### src/common/sync_serial_pkg.sv
package sync_serial_pkg;

	// ==========================================================
	// Widths
	// ==========================================================
	localparam int WORD_W = 16;
	localparam int KCNT_W = 6;
	localparam int HALF_W = 15;

	// ==========================================================
	// Format and configuration encodings
	// ==========================================================
	localparam logic FMT_FRAME_PULSE = 1'b0;
	localparam logic FMT_SPI = 1'b1;
	localparam logic [3:0] MIN_WORD_SIZE = 4'h3;
	localparam logic [7:0] MIN_PRESCALE = 8'h02;

	// Half-period event indices within a word (relative to 2N)
	localparam logic [KCNT_W-1:0] K_ONE = 6'h01;
	localparam logic [KCNT_W-1:0] K_TWO = 6'h02;
	localparam logic [KCNT_W-1:0] K_THREE = 6'h03;
	localparam logic [KCNT_W-1:0] K_FOUR = 6'h04;

	// ==========================================================
	// Reset values
	// ==========================================================
	localparam logic RST_CLK = 1'b0;
	localparam logic RST_FRAME = 1'b0;
	localparam logic RST_TX = 1'b0;
	localparam logic RST_OE_N = 1'b1;
	localparam logic [WORD_W-1:0] RST_WORD = 16'h0000;
	localparam logic [KCNT_W-1:0] RST_K = 6'h00;
	localparam logic [HALF_W-1:0] RST_HALF = 15'h0000;

	// ==========================================================
	// Sequencer states
	// ==========================================================
	typedef enum logic [1:0] {
		ST_IDLE = 2'b00,
		ST_RUN = 2'b01
	} state_t;

endpackage

### src/common/divider_if.sv
`timescale 1ns/1ps

interface divider_if;
	logic run;
	logic [7:0] prescale;
	logic [7:0] rate;
	logic tick;

	modport seq(output run, output prescale, output rate, input tick);
	modport div(input run, input prescale, input rate, output tick);
endinterface

### src/logic/half_period_divider.sv
`timescale 1ns/1ps

module half_period_divider
	import sync_serial_pkg::*;
(
	input wire logic clock_i,
	input wire logic resetn_i,
	divider_if.div dv
);

	logic [HALF_W-1:0] cnt;
	logic [7:0] pre;
	logic [15:0] prod;
	logic [HALF_W-1:0] half_m1;

	// ==========================================================
	// Half-period length
	// ==========================================================
	// Odd or too small prescale is forced even and at least two
	// serial clock division
	always_comb begin
		pre = (dv.prescale < MIN_PRESCALE) ? MIN_PRESCALE : dv.prescale;
		prod = 16'(pre[7:1]) * (16'(dv.rate) + 16'h0001);
		half_m1 = HALF_W'(prod - 16'h0001);
	end

	// Tick once per half serial period while running
	always_ff @(posedge clock_i or negedge resetn_i) begin
		if (!resetn_i) begin
			cnt <= RST_HALF;
			dv.tick <= 1'b0;
		end else if (!dv.run) begin
			cnt <= RST_HALF;
			dv.tick <= 1'b0;
		end else if (cnt == RST_HALF) begin
			cnt <= half_m1;
			dv.tick <= 1'b1;
		end else begin
			cnt <= cnt - 15'h0001;
			dv.tick <= 1'b0;
		end
	end
endmodule

### src/logic/sync_serial_frame_formats.sv
// Contract
// - Frame-pulse idle: clock, frame low, transmit floating
// - Frame-pulse: frame high one period, load word
// - Frame-pulse: next rising edge drives word MSB
// - Both sides sample bits on falling edge
// - Push received word on following rising edge
// - Polarity bit sets idle SPI clock level
// - Phase bit picks first or second edge
// - SPI idle: frame high, tx low, clock driver
// - Master starts: frame low, enable transmit driver
// - Phase0 pol0: bit half period, rise sample
// - Phase0 pol1: bit half period, fall sample
// - Phase1 pol0: bit with first rising edge
// - Phase1 pol1: bit with first falling edge
// - Single word: frame idle one period later
// - Phase zero bursts pulse frame between words
// - Phase one bursts hold frame low throughout
// - Burst end: frame idle one period later
// - Words MSB first, four to sixteen bits
// - Serial clock divided by prescale times rate; code divides by prescale times (rate plus one)
`timescale 1ns/1ps

module sync_serial_frame_formats
	import sync_serial_pkg::*;
(
	input wire logic clock_i,
	input wire logic resetn_i,
	input wire logic enable_i,
	input wire logic master_i,
	input wire logic format_i,
	input wire logic clock_polarity_bit_i,
	input wire logic clock_phase_bit_i,
	input wire logic [3:0] word_size_i,
	input wire logic [7:0] prescale_divisor_i,
	input wire logic [7:0] clock_rate_field_i,
	input wire logic tx_valid_i,
	input wire logic [WORD_W-1:0] tx_data_i,
	output logic tx_pop_o,
	output logic [WORD_W-1:0] rx_data_o,
	output logic rx_valid_o,
	output logic busy_o,
	output logic serial_clock_pin_o,
	output logic serial_clock_pin_oe_n_o,
	output logic frame_select_pin_o,
	output logic frame_select_pin_oe_n_o,
	output logic serial_tx_pin_o,
	output logic serial_tx_pin_oe_n_o,
	input wire logic serial_rx_pin_i
);

	// ==========================================================
	// Helpers
	// ==========================================================
	// Twice the word length, i.e. half periods spent on data
	function automatic logic [KCNT_W-1:0] two_n(input logic [3:0] size);
		return KCNT_W'({size, 1'b0}) + K_TWO;
	endfunction

	// Mask of the valid low bits of a word of the given size
	function automatic logic [WORD_W-1:0] word_mask(input logic [3:0] size);
		logic [WORD_W-1:0] m;
		m = RST_WORD;
		for (int i = 0; i < WORD_W; i++) begin
			if (i <= int'(size)) begin
				m[i] = 1'b1;
			end
		end
		return m;
	endfunction

	state_t state;
	logic spi_q;
	logic cpha_q;
	logic [3:0] size_q;
	logic [KCNT_W-1:0] k;
	logic [WORD_W-1:0] tx_sh;
	logic [WORD_W-1:0] rx_sh;
	logic [3:0] size_in;
	logic [WORD_W-1:0] aligned;
	logic tick;
	logic running;
	logic more;
	logic start_ok;
	logic reload;
	logic finish;
	logic load;
	logic toggle_ev;
	logic sample_ev;
	logic shift_ev;
	logic show_msb;
	logic push_ev;
	logic [KCNT_W-1:0] kn;
	logic [KCNT_W-1:0] tn;

	divider_if dv ();

	// ==========================================================
	// Bit-rate divider
	// ==========================================================
	// Divider runs only while enabled or finishing a word
	assign dv.run = enable_i || (state == ST_RUN);
	assign dv.prescale = prescale_divisor_i;
	assign dv.rate = clock_rate_field_i;
	assign tick = dv.tick;

	half_period_divider u_div (
		.clock_i(clock_i),
		.resetn_i(resetn_i),
		.dv(dv)
	);

	// ==========================================================
	// Event decode per half serial period
	// ==========================================================
	// Short sizes are raised to four bits; every word is left-aligned to bit 15
	always_comb begin
		size_in = (word_size_i < MIN_WORD_SIZE) ? MIN_WORD_SIZE : word_size_i;
		aligned = tx_data_i << (4'hf - size_in);
		running = (state == ST_RUN);
		kn = k + K_ONE;
		tn = two_n(size_q);
		more = enable_i && tx_valid_i;
		start_ok = tick && !running && enable_i && master_i && tx_valid_i;
		toggle_ev = 1'b0;
		sample_ev = 1'b0;
		shift_ev = 1'b0;
		show_msb = 1'b0;
		push_ev = 1'b0;
		reload = 1'b0;
		if (!spi_q) begin
			toggle_ev = kn <= tn + K_ONE;
			sample_ev = kn[0] && kn >= K_THREE && kn <= tn + K_ONE;
			shift_ev = !kn[0] && kn >= K_FOUR && kn <= tn;
			show_msb = kn == K_TWO;
			push_ev = kn == tn + K_TWO;
			reload = push_ev && more;
		end else begin
			if (cpha_q) begin
				toggle_ev = kn >= K_ONE && kn <= tn;
			end else begin
				toggle_ev = kn >= K_TWO && kn <= tn + K_ONE;
			end
			sample_ev = !kn[0] && kn >= K_TWO && kn <= tn;
			shift_ev = kn[0] && kn >= K_THREE && kn < tn;
			show_msb = kn == K_ONE;
			push_ev = kn == tn + K_ONE;
			reload = cpha_q && push_ev && more;
		end
		toggle_ev = toggle_ev && tick && running;
		sample_ev = sample_ev && tick && running;
		shift_ev = shift_ev && tick && running;
		show_msb = show_msb && tick && running;
		push_ev = push_ev && tick && running;
		reload = reload && tick && running;
		finish = tick && running && !reload && kn == tn + K_TWO;
		load = start_ok || reload;
	end

	// ==========================================================
	// Sequencer state and half-period counter
	// ==========================================================
	// master start from idle
	always_ff @(posedge clock_i or negedge resetn_i) begin
		if (!resetn_i) begin
			state <= ST_IDLE;
			k <= RST_K;
		end else if (start_ok) begin
			state <= ST_RUN;
			k <= RST_K;
		end else if (reload) begin
			k <= spi_q ? K_ONE : RST_K;
		end else if (finish) begin
			state <= ST_IDLE;
			k <= kn;
		end else if (tick && running) begin
			k <= kn;
		end
	end

	// Format, phase and word size are captured per word so a change cannot tear one
	always_ff @(posedge clock_i or negedge resetn_i) begin
		if (!resetn_i) begin
			spi_q <= FMT_FRAME_PULSE;
			cpha_q <= 1'b0;
			size_q <= MIN_WORD_SIZE;
		end else if (load) begin
			spi_q <= format_i;
			cpha_q <= clock_phase_bit_i;
			size_q <= size_in;
		end
	end

	// ==========================================================
	// Shift registers
	// ==========================================================
	// MSB first; transmit left aligned, receive right aligned
	always_ff @(posedge clock_i or negedge resetn_i) begin
		if (!resetn_i) begin
			tx_sh <= RST_WORD;
			rx_sh <= RST_WORD;
		end else begin
			if (load) begin
				tx_sh <= aligned;
			end else if (shift_ev) begin
				tx_sh <= tx_sh << 1;
			end
			if (sample_ev) begin
				rx_sh <= {rx_sh[WORD_W-2:0], serial_rx_pin_i};
			end
		end
	end

	// ==========================================================
	// Receive hand-off and transmit pop
	// ==========================================================
	// word pushed after last sample
	always_ff @(posedge clock_i or negedge resetn_i) begin
		if (!resetn_i) begin
			rx_data_o <= RST_WORD;
			rx_valid_o <= 1'b0;
			tx_pop_o <= 1'b0;
			busy_o <= 1'b0;
		end else begin
			rx_valid_o <= push_ev;
			if (push_ev) begin
				rx_data_o <= rx_sh & word_mask(size_q);
			end
			tx_pop_o <= load;
			busy_o <= (running && !finish) || start_ok;
		end
	end

	// ==========================================================
	// Pin drivers
	// ==========================================================
	// Output enables are low while driving; slaves never drive clock
	always_ff @(posedge clock_i or negedge resetn_i) begin
		if (!resetn_i) begin
			serial_clock_pin_oe_n_o <= RST_OE_N;
			frame_select_pin_oe_n_o <= RST_OE_N;
		end else begin
			serial_clock_pin_oe_n_o <= !master_i;
			frame_select_pin_oe_n_o <= !master_i;
		end
	end

	// Clock, frame and transmit levels follow the half-period events
	always_ff @(posedge clock_i or negedge resetn_i) begin
		if (!resetn_i) begin
			serial_clock_pin_o <= RST_CLK;
			frame_select_pin_o <= RST_FRAME;
			serial_tx_pin_o <= RST_TX;
			serial_tx_pin_oe_n_o <= RST_OE_N;
		end else if (!running && !start_ok) begin
			serial_clock_pin_o <= format_i ? clock_polarity_bit_i : 1'b0;
			frame_select_pin_o <= format_i;
			serial_tx_pin_o <= 1'b0;
			serial_tx_pin_oe_n_o <= !(format_i && master_i);
		end else if (start_ok) begin
			if (format_i) begin
				frame_select_pin_o <= 1'b0;
				serial_tx_pin_oe_n_o <= 1'b0;
			end else begin
				serial_clock_pin_o <= 1'b1;
				frame_select_pin_o <= 1'b1;
			end
		end else if (reload && !spi_q) begin
			serial_clock_pin_o <= 1'b1;
			frame_select_pin_o <= 1'b1;
		end else if (reload) begin
			serial_clock_pin_o <= !serial_clock_pin_o;
			serial_tx_pin_o <= aligned[WORD_W-1];
		end else if (tick) begin
			if (toggle_ev) begin
				serial_clock_pin_o <= !serial_clock_pin_o;
			end
			if (show_msb) begin
				serial_tx_pin_o <= tx_sh[WORD_W-1];
				serial_tx_pin_oe_n_o <= 1'b0;
				if (!spi_q) begin
					frame_select_pin_o <= 1'b0;
				end
			end
			if (shift_ev) begin
				serial_tx_pin_o <= tx_sh[WORD_W-2];
			end
			if (finish) begin
				frame_select_pin_o <= spi_q;
				serial_tx_pin_o <= 1'b0;
				serial_tx_pin_oe_n_o <= spi_q ? 1'b0 : 1'b1;
			end
		end
	end
endmodule

### config.mk
export PLATFORM = sky130hd
export DESIGN_NAME = sync_serial_frame_formats
export DESIGN_NICKNAME = d
export VERILOG_FILES = /design/src/common/sync_serial_pkg.sv /design/src/common/divider_if.sv /design/src/logic/half_period_divider.sv /design/src/logic/sync_serial_frame_formats.sv
export SDC_FILE = /design/constraint.sdc
export NUM_CORES = 1
export LEC_CHECK = 0
export BUFFER_PORTS_ARGS = -buffer_cell sky130_fd_sc_hd__buf_4
export CAP_MARGIN = 5
export CORE_ASPECT_RATIO = 0.7
export CORE_MARGIN = 1.5
export CORE_UTILIZATION = 65
export DETAILED_ROUTE_END_ITERATION = 10
export HOLD_SLACK_MARGIN = 0.08
export PLACE_DENSITY = 0.86
export SYNTH_ARGS = -nofsm -noshare
export SYNTH_HDL_FRONTEND = slang
export SYNTH_HIERARCHICAL = 1
export SYNTH_SLANG_ARGS = --single-unit
### constraint.sdc
create_clock -name clock_i -period 5.6 [get_ports clock_i]
set_clock_uncertainty 0.2 [all_clocks]
set_input_delay 1.12 -clock clock_i [delete_from_list [all_inputs] [get_ports clock_i]]
set_output_delay 1.12 -clock clock_i [all_outputs]
set_load 0.005 [all_outputs]
==> flow_metrics.tcl, run 1 <==
set metrics [dict create \
    dr.pass1.iters 5 \
    h-tree-depth 3 \
    final_layout_size_suffix_gt1_frac 0.217 \
    cts_sinks 85 \
    slowest_delay_ns 0.54 \
    rows 32 \
    fill_cells 658 \
    die_h_um 93.8 \
    cts-root-buf "clkbuf_16" \
    yosysTopAreaCell "dfrtp_1" \
    seq_area_frac_synth 0.279 \
    drtIter0Drc 593 \
    cp_slowest_cell "fa_1" \
    hold_violations 0 \
    die_x_um 133 \
    syn-instance-count 848 \
    synth_flop_cell "dfrtp_1" \
    whs_ns 0.281 \
    p_sw_mw 1.89 \
    multiInputGateArea_um2 5240 \
    ys_top_cells_by_count "inv_1, nand2_1, dfrtp_1" \
    synth_cell_types 76 \
    final_util 0.804 \
    drc 0 \
    worst_pin_slew_ns 1.24 \
    yosysMostFrequentCell "inv_1" \
    switching_share 0.456 \
    worst-path-max-fanout 5 \
    cellLeakagePower_nw 4.23 \
    ant_nets 0 \
    avgSynthCellArea_um2 9.02 \
    cts_made_buffers 9 \
    netlist_area_um2 7650 \
    grt-ovfl-total 0 \
    insertedDiodeCount 0 \
    netlist.area_leader.share 0.265 \
    clockBufferDepth 2 \
    clk_latency_ns 0.34 \
    antenna_found_initial 0 \
    cts_tree "yes" \
    io_pins 70 \
    start_util 0.680 \
    synth_edf_count 0 \
    wl_per_cell_um 17.5 \
    required_ns 5.65 \
    port_buffers 68 \
    instances_no_fill 1093 \
    final_area_um2 9040 \
    p_int_mw 2.26 \
    reg2reg_slack_ns 1.15 \
    vias 6679 \
    synth_warnings 6 \
    routed_wl_um 19100 \
    post_dp_cell_area_um2 8530 \
    dpl.hpwl_um 13800 \
    syn_nets 984 \
    grt_pass1_vias 6411 \
    viasPerCell 6.11 \
    grtUsageTotal 0.308 \
    ys_top_cells_by_area "dfrtp_1, fa_1, ha_1, inv_1, mux2i_1" \
    dp_cells 1075 \
    async_flop_share 1.00 \
    grt_max_degree 86 \
    finalNetCount 1071 \
    outcome "complete, no violations" \
    dieArea_um2 12400 \
    period_needed_ns 5.53 \
    slew_headroom 0.166 \
    maxCapViolCount 0 \
    seq_area_um2 2130 \
    critical_path_class "in -> reg" \
    ys_ff_latch 85 \
    coreArea_um2 11300 \
    clkTransAtPathRegs_ns 0.07 \
    areaGrowthSynthToFinish_pct 18.2 \
    cp-start-kind "input pin" \
    gp_congestion 0.913 \
    holdCritPathClass "reg -> reg" \
    clkPwrFrac 0.139 \
    cp_cell_sequence "buf_4, ha_4, buf_4, xor2_2, and2_1, fa_1, inv_1, fa_1, inv_1, fa_1, inv_1, fa_1, inv_1, ha_4, o21ai_2, o211ai_1, nand2_1, o21ai_2, xnor2_1, a211oi_1" \
    slew_viol_final 0 \
    cp-end-kind "flop" \
    p_seq_frac 0.226 \
    vdd_drop_max_mv 0.290 \
    grt_pass1_wl_um 30900 \
    power.density_nw_per_um2 459 \
    min_period_over_period 0.987 \
    fmax_mhz 181 \
    final-setup-viol-count 0 \
    crit_arrival_ns 5.58 \
    combPwrFrac 0.635 \
]
==> per-layer routing <==
metal | up-vias | wire, um | part of all wire | GRT usage
met4 | 0 | 364 | 0.019 | 0.0788
li1 | 3084 | - | - | -
met3 | 45 | 1470 | 0.077 | 0.0545
met5 | - | 0 | 0 | 0
met2 | 320 | 8690 | 0.45 | 0.477
met1 | 3230 | 8620 | 0.45 | 0.452
==> metrics by stage <==
| stage | setup TNS (ns) | setup slack (ns) | power [mW] |
|---|---|---|---|
| finish | 0 | 0.0734 | 4.15 |
| global route | -0.205 | -0.0876 | 4.46 |
| CTS | 0 | 0.0106 | 3.85 |
| global placement | -1.30 | -0.286 | 3.08 |
| floorplan | 0 | 0.0435 | 2.54 |
| detailed placement | -2.26 | -0.412 | 3.23 |
==> final timing paths <==
kind                                  startpoint       endpoint  cells after the start
hold reg to reg                     rx_data_o[7]   rx_data_o[7]                      2
max in group asynchronous               resetn_i      tx_sh[11]                      1
min in group asynchronous               resetn_i  rx_data_o[13]                      1
setup reg to reg                            k[0]       rx_sh[3]                     12
hold / removal                      rx_data_o[7]   rx_data_o[7]                      2
setup / recovery           clock_rate_field_i[0]  u_div/cnt[12]                     20
==> what timing repair did <==
item | 4_1_cts | 5_1_grt
pin swaps | 1 | 17
hold buffers | 0 | 0
gates resized for setup | 4 | 39
buffers inserted | 0 | 2
endpoints found under the setup margin | 3 | 7
==> power groups by stage <==
stage | registers, mW | logic [mW] | clock network [mW]
5_1_grt | 0.958 | 2.90 | 0.608
6_report | 0.938 | 2.64 | 0.579
3_5_place_dp | 0.936 | 2.29 | 0
4_1_cts | 0.928 | 2.34 | 0.585
3_3_place_gp | 0.922 | 2.16 | 0
2_1_floorplan | 0.863 | 1.67 | 0
==> worst max-delay path, delay by kind of cell <==
kind	cells	cell delay, ns
buf+inv	6	0.53
compound gates	4	0.80
fa+ha+maj	6	2.52
simple gates	2	0.37
xor+xnor	2	0.24
==> cells by family after synthesis <==
group,count (synthesis),synth area share
adder cells (fa/ha/maj),91,0.187
multiplexers,61,0.0890
flip-flops,85,0.279
buffers and inverters,127,0.0666
AO/OA/AOI/OAI,158,0.137
AND/OR/NAND/NOR,281,0.186
XOR/XNOR,45,0.0553
==> registers in the layout, indices dropped and copies added (netlist names), 4 cells and up <==
| signal | flops |
|---|---|
| rx_sh | 16 |
| tx_sh | 16 |
| size_q | 4 |
| rx_data_o | 16 |
| u_div/cnt | 15 |
| k | 6 |
==> cell type report <==
type,count,share of cell area
sequential,85,0.236
clock buffer,11,0.0280
clock inverter,5,0.00457
tap,153,0.0212
inverter,92,0.0382
multi-input combinational,636,0.580
timing repair buffer,111,0.0926
==> cell usage in the layout, fill, tap and decap left out, types with 25 or more instances in the layout <==
cell / instances
and2_1: 25
nor2_1: 48
nand2_1: 83
buf_4: 110
dfrtp_1: 81
o21ai_0: 48
fa_1: 38
mux2i_1: 32
ha_1: 46
inv_1: 91
Power figures use the tool's default switching activity.
==> inputs of run 2 (changes only) <==
Settings changed: CORE_UTILIZATION 65 to 45, CTS_CLUSTER_SIZE set to 10, PLACE_DENSITY 0.86 to not set.
==> run 2 against run 1 <==
  * Combinational power fell by 7.6%
  * Sequential power fell by 1%
  * Core utilization fell by 24 points
  * Power fell by 3.8%
  * Routed wire length fell by 5.9%
  * Critical path depth rose by 1
  * Clock-buffer cell count fell by 1
  * Cell count rose by 7.9%
  * Sequential share of layout area fell by 0.53 points
  * Clock power rose by 8.1%
  * Global-route usage fell by 10 points
  * Largest cell class unchanged
==> flow_metrics.tcl, run 2 (synthesis gave the netlist of run 1 again) <==
set metrics [dict create \
    cp_cell_sequence "buf_4, buf_4, nand3_4, xnor2_4, buf_4, and2_1, fa_1, inv_1, fa_1, inv_1, fa_1, inv_1, fa_1, inv_1, ha_4, o21a_1, o31a_1, o21ai_1, buf_4, or4_1, o311ai_1" \
    place_worst_setup_slack_ns -0.406 \
    insertedDiodeCount 0 \
    h-tree-depth 3 \
    cts_sinks 85 \
    die_h_um 112 \
    routed_wl_um 18000 \
    rows 39 \
    cp-start-kind "input pin" \
    io_pins 70 \
    wl_per_cell_um 15.3 \
    grt_pass1_vias 6088 \
    gp_congestion 0.855 \
    outcome "complete, no violations" \
    final_layout_size_suffix_gt1_frac 0.215 \
    worstHoldStart "rx_data_o[15]" \
    grtUsageTotal 0.209 \
    drc 0 \
    viasPerCell 5.36 \
    worst_pin_slew_ns 0.951 \
    power.density_nw_per_um2 432 \
    dieArea_um2 17800 \
    die_x_um 159 \
    cp-end-kind "flop" \
    crit_arrival_ns 5.53 \
    slew_headroom 0.366 \
    cp_slowest_cell "fa_1" \
    clk_latency_ns 0.34 \
    port_buffers 68 \
    start_util 0.464 \
    fill_cells 1548 \
    final_common_cell "buf_4" \
    finalNetCount 1085 \
    dr.pass1.iters 5 \
    worst-path-max-fanout 4 \
    r2r-start "k[0]" \
    drtIter0Drc 454 \
    cts-root-buf "clkbuf_16" \
    final-setup-viol-count 0 \
    slowest_delay_ns 0.53 \
    vdd_drop_max_mv 0.216 \
    post_dp_cell_area_um2 8710 \
    antenna_found_initial 0 \
    maxCapViolCount 0 \
    grt_max_degree 66 \
    period_needed_ns 5.50 \
    hold_violations 0 \
    startpoint "clock_rate_field_i[0]" \
    ant_nets 0 \
    cts_made_buffers 9 \
    critical_path_class "in -> reg" \
    clkTransAtPathRegs_ns 0.07 \
    fmax_mhz 182 \
    required_ns 5.63 \
    final_area_um2 9250 \
    reg_top3 "rx_data_o (16), rx_sh (16), tx_sh (16)" \
    coreArea_um2 16500 \
    slew_viol_final 0 \
    min_period_over_period 0.981 \
    cellLeakagePower_nw 4.32 \
    grt_pass1_wl_um 30400 \
    setup_ws_ns 0.104 \
    holdCritPathClass "reg -> reg" \
    vias 6318 \
    grt-ovfl-total 0 \
    worst-path-buf-inv 8 \
    areaGrowthSynthToFinish_pct 20.9 \
    dpl.hpwl_um 14100 \
    crit_family "adder cells" \
    mostFrequentLayoutCells "buf_4, inv_1, nand2_1" \
    clockBufferDepth 2 \
    cts_tree "yes" \
]
-- run 2: final cells by class --
type	count	area [um^2]	share of cell area
Multi-Input combinational cell	636	5240	0.566
Sequential cell	85	2130	0.231
Timing Repair Buffer	125	938	0.101
Inverter	92	345	0.0373
Tap cell	225	282	0.0304
Clock buffer	10	239	0.0258
Clock inverter	6	77.6	0.00839
-- run 2: where the power goes --
part	switching, mW	total, mW	internal, mW
clock	0.259	0.626	0.366
sequential	0.174	0.927	0.753
combinational	1.31	2.44	1.13
-- run 2: metrics by stage --
stage,hold slack [ns],instances,utilization,power (mW),setup TNS [ns]
after global placement,0.266,1160,0.528,3.17,-1.71
after detailed placement,0.277,1160,0.528,3.25,-1.90
after CTS,0.293,1176,0.548,3.91,0
after global routing,0.305,1179,0.561,4.36,-0.0280
final,0.284,1179,0.561,3.99,0
after floorplan,0.258,848,-,2.54,0
-- run 2: metal layers --
layer / vias up / routed length, um / global-route usage
met5: - / 0 / 0
met4: 0 / 119 / 0.0394
met3: 13 / 958 / 0.0358
met2: 169 / 7020 / 0.278
met1: 3013 / 9910 / 0.345
li1: 3123 / - / -
-- run 2: tightest hold or removal path, delay by kind of cell (launching register included) --
family / cells / cell delay [ns]
AO/OA/AOI/OAI: 1 / 0.06
flip-flops: 1 / 0.35
AND/OR/NAND/NOR: 1 / 0.04
-- run 2: worst paths after layout --
path | endpoint | slack [ns] | cells after the start
worst max-delay path | u_div/cnt[11] | 0.10 | 21
max in group asynchronous | tx_sh[0] | 3.63 | 2
worst max register to register | rx_sh[2] | 1.24 | 12
min in group asynchronous | rx_valid_o | 0.44 | 1
worst min register to register | rx_data_o[15] | 0.28 | 2
worst min-delay path | rx_data_o[15] | 0.28 | 2
-- run 2: what timing repair did --
item | 4_1_cts | 5_1_grt
buffers inserted | 0 | 3
hold buffers | 0 | 0
endpoints found under the setup margin | 3 | 6
hold endpoints to repair | 0 | 0
pin swaps | 0 | 11
gates resized for setup | 2 | 32
==> inputs of run 3 (changes only) <==
Settings changed: BUFFER_PORTS_ARGS -buffer_cell sky130_fd_sc_hd__buf_4 to -buffer_cell sky130_fd_sc_hd__buf_2, GPL_ROUTABILITY_DRIVEN set to 0.
Clock period 5.6 ns to 6.6 ns, I/O delays scaled along.
==> run 3 against run 2 <==
  * Die area unchanged
  * Sequential share of layout area grew 2.0 points
  * Setup slack better by 0.39 ns
  * First-iteration DRC count shrank 5.9%
  * Combinational power fell by 27%
  * Global-route usage fell by 0.57 points
  * Sequential cell count stayed put
  * Core utilization is 4.5 points lower
  * Via count decreased by 4.4%
  * Non-clock buffer count shrank 45
  * Power shrank 23%
  * Critical path depth decreased by 3
==> flow_metrics.tcl, run 3 (synthesis gave the netlist of run 1 again) <==
set metrics [dict create \
    dieArea_um2 17800 \
    drtIter0Drc 427 \
    tns_ns 0 \
    slew_viol_final 0 \
    cts_hold_buf 0 \
    holdCritPathClass "reg -> reg" \
    ant_nets 0 \
    vias 6037 \
    rsz0062_at_grt "no" \
    dpl.hpwl_um 13100 \
    grt_pass1_wl_um 29200 \
    cts_tree "yes" \
    crit_arrival_ns 6.09 \
    required_ns 6.58 \
    worstHoldStart "rx_data_o[8]" \
    period_needed_ns 6.11 \
    startpoint "clock_rate_field_i[0]" \
    reg2reg_slack_ns 2.25 \
    multiInputGateArea_um2 5020 \
    mostFrequentLayoutCells "inv_1, nand2_1, dfrtp_1" \
    viasPerCell 5.33 \
    start_util 0.464 \
    coreArea_um2 16500 \
    areaGrowthSynthToFinish_pct 11.3 \
    grt-ovfl-total 0 \
    min_period_over_period 0.926 \
    dr.pass1.iters 7 \
    routed_wl_um 17100 \
    cts_resized 0 \
    finalNetCount 1040 \
    antenna_found_initial 0 \
    grtUsageTotal 0.203 \
    total_power_mw 3.07 \
    cellLeakagePower_nw 4.02 \
    final_layout_size_suffix_gt1_frac 0.153 \
    hold_violations 0 \
    maxCapViolCount 0 \
    die_h_um 112 \
    fill_cells 1628 \
    slew_headroom 0.282 \
    vdd_drop_max_mv 0.177 \
    reg2reg_to "rx_sh[4]" \
    power.density_nw_per_um2 361 \
    critical_path_class "in -> reg" \
    rows 39 \
    postCtsSetupBuffers 0 \
    cts-root-buf "clkbuf_16" \
    cts_sinks 85 \
    clk_latency_ns 0.34 \
    r2r-start "k[0]" \
    die_x_um 159 \
    grt_max_degree 70 \
    holdPathStages 2 \
    final-setup-viol-count 0 \
    worst_pin_slew_ns 1.07 \
    cts_made_buffers 9 \
    cp-start-kind "input pin" \
    hold_end "rx_data_o[8]" \
    outcome "complete, no violations" \
    insertedDiodeCount 0 \
    h-tree-depth 3 \
    io_pins 70 \
    clkTransAtPathRegs_ns 0.06 \
    grt_pass1_vias 5648 \
    drc 0 \
    rr_worst_depth 12 \
    worst-path-max-fanout 11 \
    seq_area_um2 2130 \
    fmax_mhz 164 \
    cp-end-kind "flop" \
    final_common_cell "inv_1" \
    clockBufferDepth 2 \
    wl_per_cell_um 15.1 \
    port_buffers 68 \
    reg_top3 "rx_data_o (16), rx_sh (16), tx_sh (16)" \
]
==> run 3: changes by cell type in the layout (fill, tap and decap cells not counted), sizes merged <==
cell,previous run,this run
buf,125,80
clkbuf,10,9
==> run 3: metrics by stage <==
step	utilization	cells	area [um^2]	hold slack (ns)	setup slack (ns)
2_1_floorplan	-	848	7650	0.258	0.709
3_3_place_gp	0.498	1118	8220	0.257	0.176
3_5_place_dp	0.498	1118	8220	0.266	0.138
4_1_cts	0.516	1133	8510	0.281	0.475
5_1_grt	0.516	1133	8510	0.294	0.0997
6_report	0.516	1133	8510	0.274	0.492
==> run 3: layer usage <==
metal,GRT usage,vias up,part of all wire
met5,0,-,0
met4,0.0305,0,0.0060
met3,0.0344,10,0.051
met2,0.260,144,0.36
met1,0.347,2854,0.59
li1,-,3029,-
==> run 3: report_power, final <==
| part | switching (mW) | internal, mW | total [mW] |
|---|---|---|---|
| sequential | 0.148 | 0.639 | 0.787 |
| combinational | 1.02 | 0.759 | 1.77 |
| clock | 0.214 | 0.294 | 0.509 |
==> run 3: area by class of cell <==
class,instances,share of cell area
clock inverters,6,0.00809
multi-input cells,636,0.590
inverters,92,0.0406
well taps,225,0.0331
repair buffers,80,0.0509
clock buffers,9,0.0265
flip-flops and latches,85,0.251
==> run 3: worst max path at each step <==
stage / end / cells past startpoint
2_1_floorplan: u_div/cnt[11] / 18
3_3_place_gp: u_div/cnt[11] / 18
3_5_place_dp: u_div/cnt[11] / 18
4_1_cts: u_div/cnt[11] / 18
5_1_grt: u_div/cnt[11] / 18
6_report: u_div/cnt[11] / 18
==> run 3: worst max-delay path, stage by stage <==
cell	delay, ns
buf_2	0.20
ha_1	0.20
nand3_1	0.13
xnor2_1	0.50
nand2_1	0.16
fa_1	0.52
inv_1	0.05
fa_1	0.46
fa_1	0.54
inv_1	0.05
fa_1	0.52
inv_1	0.04
ha_1	0.22
or2_2	0.31
nand2b_1	0.14
o21ai_0	0.42
or4_1	0.19
o311ai_1	0.09
